### config.mk
export PLATFORM = sky130hd
export DESIGN_NAME = arf_result
export DESIGN_NICKNAME = d
export VERILOG_FILES = /design/src/logic/arf_pkg.sv /design/src/logic/arf_fmt_if.sv /design/src/logic/arf_formatter.sv /design/src/logic/arf_result.sv
export SDC_FILE = /design/constraint.sdc
export NUM_CORES = 1
export LEC_CHECK = 0
export BUFFER_PORTS_ARGS = -buffer_cell sky130_fd_sc_hd__clkbuf_2
export CORE_UTILIZATION = 50
export DETAILED_ROUTE_END_ITERATION = 7
export PLACE_DENSITY = 0.7
export SLEW_MARGIN = 20
export SYNTH_ARGS = -nofsm -noshare
export SYNTH_HDL_FRONTEND = slang
export SYNTH_SLANG_ARGS = --single-unit
export TNS_END_PERCENT = 10
### constraint.sdc
create_clock -name clk_i -period 10 [get_ports clk_i]
set_input_delay 1.5 -clock clk_i [delete_from_list [all_inputs] [get_ports clk_i]]
set_output_delay 1.5 -clock clk_i [all_outputs]
set_load 0.02 [all_outputs]
### src/logic/arf_pkg.sv
package arf_pkg;

   // ---------------------------------------------------------------
   // widths
   // ---------------------------------------------------------------
   localparam int RES_W    = 10;
   localparam int SAMPLE_W = 12;
   localparam int AMP_W    = 18;
   localparam int CH_W     = 6;
   localparam int BYTE_W   = 8;

   // ---------------------------------------------------------------
   // codes and limits
   // ---------------------------------------------------------------
   localparam logic [RES_W-1:0]        CODE_ZERO    = 10'h000;
   localparam logic [RES_W-1:0]        CODE_MAX     = 10'h3ff;
   localparam logic [RES_W-1:0]        BIP_MIN_CODE = 10'h200;
   localparam logic [RES_W-1:0]        BIP_MAX_CODE = 10'h1ff;
   localparam logic signed [AMP_W-1:0] UNI_HIGH     = 18'sh003ff;
   localparam logic signed [AMP_W-1:0] BIP_HIGH     = 18'sh001ff;
   localparam logic signed [AMP_W-1:0] BIP_LOW      = -18'sh00200;
   localparam int                      SIGN_POS     = 9;
   localparam int                      LEFT_PAD     = 6;

   // ---------------------------------------------------------------
   // channel map
   // ---------------------------------------------------------------
   localparam logic [CH_W-1:0] TEMP_SENSOR_CH = 6'h3f;
   localparam logic [CH_W-1:0] DIFF_A_FIRST   = 6'h0b;
   localparam logic [CH_W-1:0] DIFF_A_LAST    = 6'h1d;
   localparam logic [CH_W-1:0] DIFF_B_FIRST   = 6'h20;
   localparam logic [CH_W-1:0] DIFF_B_LAST    = 6'h3d;

   // ---------------------------------------------------------------
   // gain and mode
   // ---------------------------------------------------------------
   typedef enum logic [1:0] {GAIN_1X, GAIN_8X, GAIN_20X, GAIN_32X} arf_gain_e;
   localparam logic signed [AMP_W-1:0] GAIN1_VAL  = 18'sh00001;
   localparam logic signed [AMP_W-1:0] GAIN8_VAL  = 18'sh00008;
   localparam logic signed [AMP_W-1:0] GAIN20_VAL = 18'sh00014;
   localparam logic signed [AMP_W-1:0] GAIN32_VAL = 18'sh00020;

   typedef enum logic [1:0] {MODE_SINGLE, MODE_UNIPOLAR, MODE_BIPOLAR} arf_mode_e;

endpackage : arf_pkg

### src/logic/arf_fmt_if.sv
`timescale 1ns/10ps
interface arf_fmt_if;
   import arf_pkg::*;

   arf_mode_e                  mode;
   arf_gain_e                  gain;
   logic signed [SAMPLE_W-1:0] sample;
   logic [RES_W-1:0]           code;

   modport req (output mode, output gain, output sample, input code);
   modport fmt (input mode, input gain, input sample, output code);

endinterface : arf_fmt_if

### src/logic/arf_formatter.sv
`timescale 1ns/10ps
module arf_formatter
   import arf_pkg::*;
(
   // ---------------------------------------------------------------
   // request side
   // ---------------------------------------------------------------
   arf_fmt_if.fmt fmt
);

   logic signed [AMP_W-1:0] mult;
   logic signed [AMP_W-1:0] amp;
   logic signed [AMP_W-1:0] half;

   always_comb begin
      case (fmt.gain) // see RULE4
         GAIN_8X:  mult = GAIN8_VAL;
         GAIN_20X: mult = GAIN20_VAL;
         GAIN_32X: mult = GAIN32_VAL;
         default:  mult = GAIN1_VAL;
      endcase
      // 18 bits hold 2047 * 32 without overflow
      amp  = AMP_W'(fmt.sample) * mult;
      half = amp >>> 1;
      case (fmt.mode)
         MODE_BIPOLAR: begin // see RULE6
            if (half < BIP_LOW) begin
               fmt.code = BIP_MIN_CODE;
            end else if (half > BIP_HIGH) begin
               fmt.code = BIP_MAX_CODE;
            end else begin
               fmt.code = half[RES_W-1:0]; // see RULE7
            end
         end
         default: begin // see RULE2 see RULE3
            if (amp < 0) begin
               fmt.code = CODE_ZERO;
            end else if (amp > UNI_HIGH) begin
               fmt.code = CODE_MAX;
            end else begin
               fmt.code = amp[RES_W-1:0];
            end
         end
      endcase
   end

endmodule : arf_formatter

### src/logic/arf_result.sv
// Behaviour
// RULE1: result readable once done flag is high
// RULE2: single-ended code unsigned, 0 to 0x3ff
// RULE3: unipolar code clamps negative difference to zero
// RULE4: differential gain one, eight, twenty, thirty-two
// RULE5: unipolar default, bipolar only when selected
// RULE6: bipolar two's complement 0x200 to 0x1ff
// RULE7: sign in top bit above nine bits
// RULE8: channel 111111 enables temperature sensor
// RULE9: software selects 1.1V reference for temperature
// RULE10: software uses single conversion for temperature
// RULE11: digital outputs stay quiet during conversion
// RULE12: noise-reduction sleep advised for accurate reads
// RULE13: high byte shifted eight, or low byte
// RULE14: result and done flag written together
// RULE15: left-adjust selects justification, takes effect immediately
// RULE16: result held until next conversion completes
`timescale 1ns/10ps
module arf_result
   import arf_pkg::*;
(
   // ---------------------------------------------------------------
   // clock and reset
   // ---------------------------------------------------------------
   input  wire logic                       clk_i,
   input  wire logic                       rst_i,
   // ---------------------------------------------------------------
   // converter core
   // ---------------------------------------------------------------
   input  wire logic                       conv_done_i,
   input  wire logic signed [SAMPLE_W-1:0] conv_sample_i,
   // ---------------------------------------------------------------
   // control
   // ---------------------------------------------------------------
   input  wire logic [CH_W-1:0]            channel_select_field_i,
   input  wire logic                       bipolar_select_i,
   input  wire logic                       left_adjust_select_i,
   input  wire logic [1:0]                 gain_select_i,
   input  wire logic                       done_clear_i,
   // ---------------------------------------------------------------
   // status and result
   // ---------------------------------------------------------------
   output logic [BYTE_W-1:0]               result_high_byte_o,
   output logic [BYTE_W-1:0]               result_low_byte_o,
   output logic                            conversion_done_flag_o,
   output logic                            result_sign_bit_o,
   output logic                            temp_sensor_enable_o
);

   // ---------------------------------------------------------------
   // state
   // ---------------------------------------------------------------
   typedef struct packed {
      logic [RES_W-1:0]  result;
      logic [BYTE_W-1:0] high;
      logic [BYTE_W-1:0] low;
      logic              done;
      logic              sign;
      logic              temp_en;
   } arf_state_s;

   arf_state_s state_reg;
   arf_state_s state_next;
   logic       is_diff;
   arf_fmt_if  fmt_bus ();

   // ---------------------------------------------------------------
   // mode and gain decode
   // ---------------------------------------------------------------
   always_comb begin
      is_diff = ((channel_select_field_i >= DIFF_A_FIRST) &&
                 (channel_select_field_i <= DIFF_A_LAST)) ||
                ((channel_select_field_i >= DIFF_B_FIRST) &&
                 (channel_select_field_i <= DIFF_B_LAST));
      if (!is_diff) begin
         fmt_bus.mode = MODE_SINGLE;
      end else if (bipolar_select_i) begin
         fmt_bus.mode = MODE_BIPOLAR; // see RULE5
      end else begin
         fmt_bus.mode = MODE_UNIPOLAR; // see RULE5
      end
      // single-ended inputs bypass the gain stage
      fmt_bus.gain   = is_diff ? arf_gain_e'(gain_select_i) : GAIN_1X; // see RULE4
      fmt_bus.sample = conv_sample_i;
   end

   arf_formatter u_formatter (
      .fmt (fmt_bus.fmt)
   );

   // ---------------------------------------------------------------
   // next state
   // ---------------------------------------------------------------
   always_comb begin
      state_next = state_reg;
      if (conv_done_i) begin
         state_next.result = fmt_bus.code; // see RULE14 see RULE16
         state_next.sign   = fmt_bus.code[SIGN_POS]; // see RULE7
      end
      // a new completion wins over a clear in the same cycle
      state_next.done = conv_done_i | (state_reg.done & ~done_clear_i); // see RULE14 see RULE1
      // bytes follow the adjust bit every cycle, not only on completion
      if (left_adjust_select_i) begin // see RULE15
         state_next.high = state_next.result[RES_W-1:RES_W-BYTE_W];
         state_next.low  = {state_next.result[RES_W-BYTE_W-1:0], {LEFT_PAD{1'b0}}};
      end else begin // see RULE13
         state_next.high = BYTE_W'(state_next.result[RES_W-1:BYTE_W]);
         state_next.low  = state_next.result[BYTE_W-1:0];
      end
      state_next.temp_en = (channel_select_field_i == TEMP_SENSOR_CH); // see RULE8
   end

   always_ff @(posedge clk_i) begin
      if (rst_i) begin
         state_reg <= '0;
      end else begin
         state_reg <= state_next;
      end
   end

   // ---------------------------------------------------------------
   // outputs
   // ---------------------------------------------------------------
   assign result_high_byte_o     = state_reg.high;
   assign result_low_byte_o      = state_reg.low;
   assign conversion_done_flag_o = state_reg.done;
   assign result_sign_bit_o      = state_reg.sign;
   assign temp_sensor_enable_o   = state_reg.temp_en;
endmodule : arf_result

# Yosys cells after proc, flatten, opt, wreduce, memory -nomap -nowiden
# Index checks and enable logic that the tools add are counted.
[word_totals]
reg_bits = 29
wordCells = 42
[op_classes]
mul = 1
n_lt_le_gt_ge = 8
n_eq_ne = 5
muxes = 11
bitwise_logic = 4
reduce_logical = 5
[op_table]
columns = ["operator", "count"]
rows = [
  ["10-bit 2-to-1 mux", 7],
  ["18-bit by 11-bit greater-than comparator with 1-bit output (second input constant)", 1],
  ["18-bit by 1-bit < comparator with 1-bit output (second input constant)", 1],
  ["12-bit by 7-bit multiplier with 18-bit output", 1],
  ["6-bit case mux with 3 select lines", 1],
  ["17-bit by 10-bit greater-than comparator with 1-bit output (second input constant)", 1],
  ["17-bit by 10-bit < comparator with 1-bit output (second input constant)", 1],
  ["2-bit == test (second input constant)", 3],
  ["6-bit == test (second input constant)", 1],
  ["6-bit by 4-bit greater-or-equal comparator with 1-bit output (second input constant)", 1],
  ["6-bit greater-or-equal comparator (second input constant)", 1],
  ["6-bit by 5-bit less-or-equal comparator with 1-bit output (second input constant)", 1],
  ["6-bit less-or-equal comparator (second input constant)", 1],
  ["2-bit 2-to-1 mux", 3],
  ["2-bit OR reduction", 2],
  ["2-bit by 1-bit == test with 1-bit output (second input constant)", 1],
  ["1-bit logical AND", 2],
  ["1-bit inverter", 2],
  ["1-bit bitwise AND", 1],
  ["1-bit logical OR", 1],
  ["1-bit bitwise OR", 1],
]

# Depth between registers and ports, before layout
[logic_depth]
word_depth = 13
ltp_mapped = 26
depth_no_buf = 23

# Hierarchy
# A second synthesis with hierarchy kept.
[hier_totals]
cells_unflattened = 429
area_unflattened_um2 = 3681.0
[modules_own_cells]
columns = ["mod", "n_inst", "cells_per_inst", "area_per_inst_um2", "seq_area_each_um2"]
rows = [
  ["arf_formatter", 1, 325, 2602.5, 0.0],
  ["arf_result", 1, 104, 1078.5, 580.6],
]

# Worst setup path after synthesis
# OpenSTA, ideal clock, no wires.
[synth_timing]
kind = "input port to flip-flop"
start = "in channel_select_field_i[3]"
end = "reg state_reg (netlist bit result_low_byte_o[7])"
setup_time_ns = 0.140
t_arrival_ns = 6.668
required_ns = 9.860
setup_slack_ns = 3.193
cell_stages = 24
cell_sequence = "a211oi_1 -> a21boi_1 -> and3_1 -> clkbuf_1 -> and2_1 -> ha_1 -> inv_1 -> fa_1 -> inv_1 -> fa_1 -> inv_1 -> fa_1 -> inv_1 -> ha_1 -> clkbuf_1 -> o21a_1 -> a211o_1 -> a2111o_1 -> o211ai_2 -> nand3_2 -> nor4_4 -> o21ai_0 -> a311oi_1 -> a221oi_1"
[synth_via]
elab_chain_len = 13
[synth_lines]
columns = ["item", "line_no", "text"]
rows = [
  ["start, declared", "arf_result.sv:35", "input wire logic [CH_W-1:0] channel_select_field_i,"],
  ["6-bit by 4-bit greater-or-equal comparator with 1-bit output, or another cell as far along", "arf_result.sv:71", "is_diff = ((channel_select_field_i >= DIFF_A_FIRST) &&"],
  ["1-bit logical AND, on equally long branches", "arf_result.sv:71, arf_result.sv:73", ""],
  ["1-bit logical OR *", "arf_result.sv:72", "(channel_select_field_i <= DIFF_A_LAST)) ||"],
  ["2-bit 2-to-1 mux", "arf_result.sv:83", "fmt_bus.gain = is_diff ? arf_gain_e'(gain_select_i) : GAIN_1X;"],
  ["2-bit == test or 2-bit by 1-bit == test with 1-bit output (tied branches)", "arf_formatter.sv:16", "case (fmt.gain)"],
  ["6-bit case mux with 3 select lines", "arf_formatter.sv:16", ""],
  ["12-bit by 7-bit multiplier with 18-bit output", "arf_formatter.sv:23", "amp = AMP_W'(fmt.sample) * mult;"],
  ["18-bit by 11-bit greater-than comparator with 1-bit output or 17-bit by 10-bit greater-than comparator with 1-bit output (tied branches)", "arf_formatter.sv:38, arf_formatter.sv:29", ""],
  ["10-bit 2-to-1 mux, on equally long branches", "arf_formatter.sv:38, arf_formatter.sv:29", ""],
  ["10-bit 2-to-1 mux, on equally long branches", "arf_formatter.sv:36, arf_formatter.sv:27", ""],
  ["10-bit 2-to-1 mux *", "arf_formatter.sv:25", "case (fmt.mode)"],
  ["10-bit 2-to-1 mux *", "arf_result.sv:96", "if (conv_done_i) begin"],
  ["10-bit 2-to-1 mux *", "arf_result.sv:103", "if (left_adjust_select_i) begin"],
  ["end signal, assigned", "arf_result.sv:117", "state_reg <= state_next;"],
  ["end, declared", "arf_result.sv:62", "arf_state_s state_reg;"],
]
# Every way passes the cells marked *; elsewhere a longest branch is shown, timed or not.
# A chain may end at the register's enable or synchronous reset.

# Worst setup path in the final report
# Same ends and word-level chain as after synthesis.

==> summary.txt <==
STA
  • Final Setup Violations: 0
  • Fmax: about 0.13 GHz
  • Max_slew headroom: 0.478
  • Total negative slack: 0 ns
  • Worst Tran Pin Value: 0.780 ns
  • RSZ-0062 raised after global routing: false
  • Layout Skew: 0.00427 ns
  • Final Max Slew Viols: 0
  • Final min period: ~7.8 ns
  • Period utilization: 0.782
  • Final hold viol count: 0

Synth
  • Mapped Avg Cell Area: 8.54 sq um
  • Share of the synthesized area in the top cell type: 0.185
  • Syn. warnings: 0
  • Synth area leader: fa_1
  • Post-synthesis cell type count: 61
  • Synth top area cells: fa_1 19%, dfxtp_1 15%, ha_1 14%
  • Post-synthesis sequential area ratio: 0.149
  • Ys flop type: dfxtp_1
  • Asr flop ratio synth: 0
  • Syn_nets: 560
  • FF+latch count, synth: 29
  • Synthesized area: 0.00389 sq mm
  • Post-synth EDFFs: 0
  • Synthesized instance count: between 400 and 500

CTS
  • Total CTS buffers: 5
  • Clk root buf: clkbuf_8
  • Setup bufs post-CTS: 0
  • Clock slew at reported path FFs: 0.06 ns
  • CTS Buffer Depth: 2
  • CTS sink count: 29
  • Post_cts resized: 0
  • Clk_lat worst skew: 0.28 ns
  • CTS tree: done
  • CTS H-tree depth: 2
  • Hold Buf Count CTS: 0

Worst setup path
  • Most used cell, CP: inv_1
  • Reg2reg start: state_reg[20]
  • Worst r2r path cells: 3
  • CP delay by family, top: adder cells
  • Max incr delay on CP: 0.65 ns
  • Worst r2r dst: result_low_byte_o[7]
  • Crit path max-delay cell type: nor4_4
  • Worst path arrival time: 7.97 ns
  • CP bufs+invs: 5
  • Critical Path RT: between 10 and 15 ns
  • Cell chain of the critical path: clkbuf_2 > nand4_1 > a21boi_1 > nand2_1 > nor2_1 > and2_1 > ha_1 > inv_1 > fa_1 > inv_1 > fa_1 > inv_1 > fa_1 > inv_1 > ha_1 > a211o_1 > nor4_1 > a211oi_1 > o211ai_1 > nand2_1 > nor4_4 > o21ai_0 > a311oi_1 > a221oi_1
  • Crit Path Category: input port to register
  • Nature of the critical path startpoint: input port
  • Critical path endpoint category: register
  • Crit path max fanout: 14
  • Worst R2R Setup Slack: 8.85 ns

Routing
  • Wire per inst: 14.0 um
  • Total number of vias: 3114
  • DRT antenna net count: 0
  • First DRT Iteration DRCs: between 100 and 150
  • Total Routed Length: around 8000 um
  • DRC: 0
  • Via density: approximately 5.4
  • Detailed Routing Iterations Pass 1: 5

Placement
  • HPWL after DPL: 6560 um
  • DP Cell Count: 564
  • GP Congestion: about 0.9
  • I/O Buffers: between 40 and 50

Floorplan
  • Die Ht: around 90 um
  • Number of cell rows: 31
  • Die area: 0.00813 sq mm
  • Area of the core: 0.00737 sq mm
  • Initial Util: 0.527
  • Die width: ~90 um
  • Top Ports: 45

Pwr
  • Clock network power share: 0.226
  • Gate power share: 0.535
  • Pwr dens: 133 mW/mm^2
  • VDD IR max: 0.0600 mV
  • Internal: ~320 uW
  • LEAKAGE: 2.10 nW
  • Sw Share: 0.413
  • NetSw: 227 uW
  • Sequential power share: 0.239

Flow run
  • Max Cap Viol: 0

GRT
  • First-pass GRT wire length: around 15000 um
  • GRT Total Usage: 0.217
  • Initial antenna violation count: 0
  • Vias in the first global route: between 3000 and 4000
  • Grt ovf: 0
  • Pin count of the biggest net entering global routing: 20

Cells and area
  • Share of cells above drive strength 1: 0.146
  • Final non-filler cell total: 572
  • Final net count: 577
  • Max reg flops: 10
  • N_diodes: 0
  • Syn-to-layout area delta: 6.73%

Min path
  • Hold Path Depth: 2
  • Worst-case hold path end point: conversion_done_flag_o
  • Worst Hold Class: register to register
  • Min-delay src: conversion_done_flag_o

Run status
  • Status: completed
==> synthesized netlist by cell type (11+ instances only) <==
library cell   n
ha_1          43
and2_1        42
o21ai_0       11
inv_1         70
fa_1          36
dfxtp_1       29
nor3_1        16
buf_4         16
a211oi_1      11
nand2_1       23
nor2_1        25
xnor2_1       11
a21oi_1       13
clkbuf_1      13
==> layout by cell type, fill, tap and decap left out, types with 7 or more instances in the layout <==
master    count
nor2_1       25
ha_1         43
nand2_1      23
dfxtp_1      29
inv_1        70
fa_1         36
nor3_1       16
xnor2_1      11
and2_1       42
nor2b_1       8
o21ai_0      10
a21oi_1      13
clkbuf_2     44
nand3_1       7
a211oi_1     11
==> area by class of cell <==
| cell class | count | area [sq um] |
|---|---|---|
| inverters | 70 | 263 |
| flip-flops and latches | 29 | 581 |
| clock inverters | 1 | 30.0 |
| multi-input cells | 322 | 2840 |
| clock buffers | 7 | 86.3 |
| repair buffers | 44 | 220 |
| fillers | 718 | 3220 |
| well taps | 99 | 124 |
==> worst max-delay path by stage <==
stage | start | endpoint | slack (ns) | cells past startpoint
2_1_floorplan | channel_select_field_i[3] | result_low_byte_o[7] | 3.19 | 24
3_3_place_gp | channel_select_field_i[3] | result_low_byte_o[7] | 2.12 | 24
3_5_place_dp | channel_select_field_i[3] | result_low_byte_o[7] | 2.01 | 24
4_1_cts | channel_select_field_i[3] | result_low_byte_o[7] | 2.27 | 24
5_1_grt | channel_select_field_i[3] | result_low_byte_o[7] | 1.54 | 24
6_report | channel_select_field_i[3] | result_low_byte_o[7] | 2.18 | 24
==> routing by layer <==
| layer | vias up | global-route usage | wire length [um] |
|---|---|---|---|
| li1 | 1543 | - | - |
| met1 | 1492 | 0.283 | 3720 |
| met2 | 58 | 0.381 | 3950 |
| met3 | 21 | 0.0212 | 197 |
| met4 | 0 | 0.0618 | 146 |
| met5 | - | 0 | 0 |
==> stage by stage <==
stage	setup slack [ns]	instance area (sq um)	total power [mW]	hold slack [ns]	utilization
after floorplan	3.19	3890	0.376	0.480	-
after global placement	2.12	4030	0.423	0.474	0.547
after detailed placement	2.01	4030	0.426	0.484	0.547
after CTS	2.27	4150	0.551	0.508	0.563
after global routing	1.54	4150	0.595	0.514	0.563
final	2.18	4150	0.551	0.501	0.563
==> power groups by stage <==
stage          Sequential (mW)  Combinational [mW]  Clock [mW]
2_1_floorplan            0.134               0.242           0
3_3_place_gp             0.134               0.289           0
5_1_grt                  0.133               0.331       0.131
6_report                 0.131               0.295       0.124
3_5_place_dp             0.134               0.292           0
4_1_cts                  0.131               0.294       0.126
==> kinds of logic after synthesis <==
kind of cell    synth area share
fa+ha+maj                  0.324
buf+inv                    0.119
flops                      0.149
simple gates               0.192
compound gates             0.183
xor+xnor                  0.0335
==> worst min-delay path, cell delays in order, from the launching register on <==
cell      delay [ns]
dfxtp_1         0.31
nand2b_1        0.07
a21oi_1         0.07
Power figures use the tool's default switching activity.
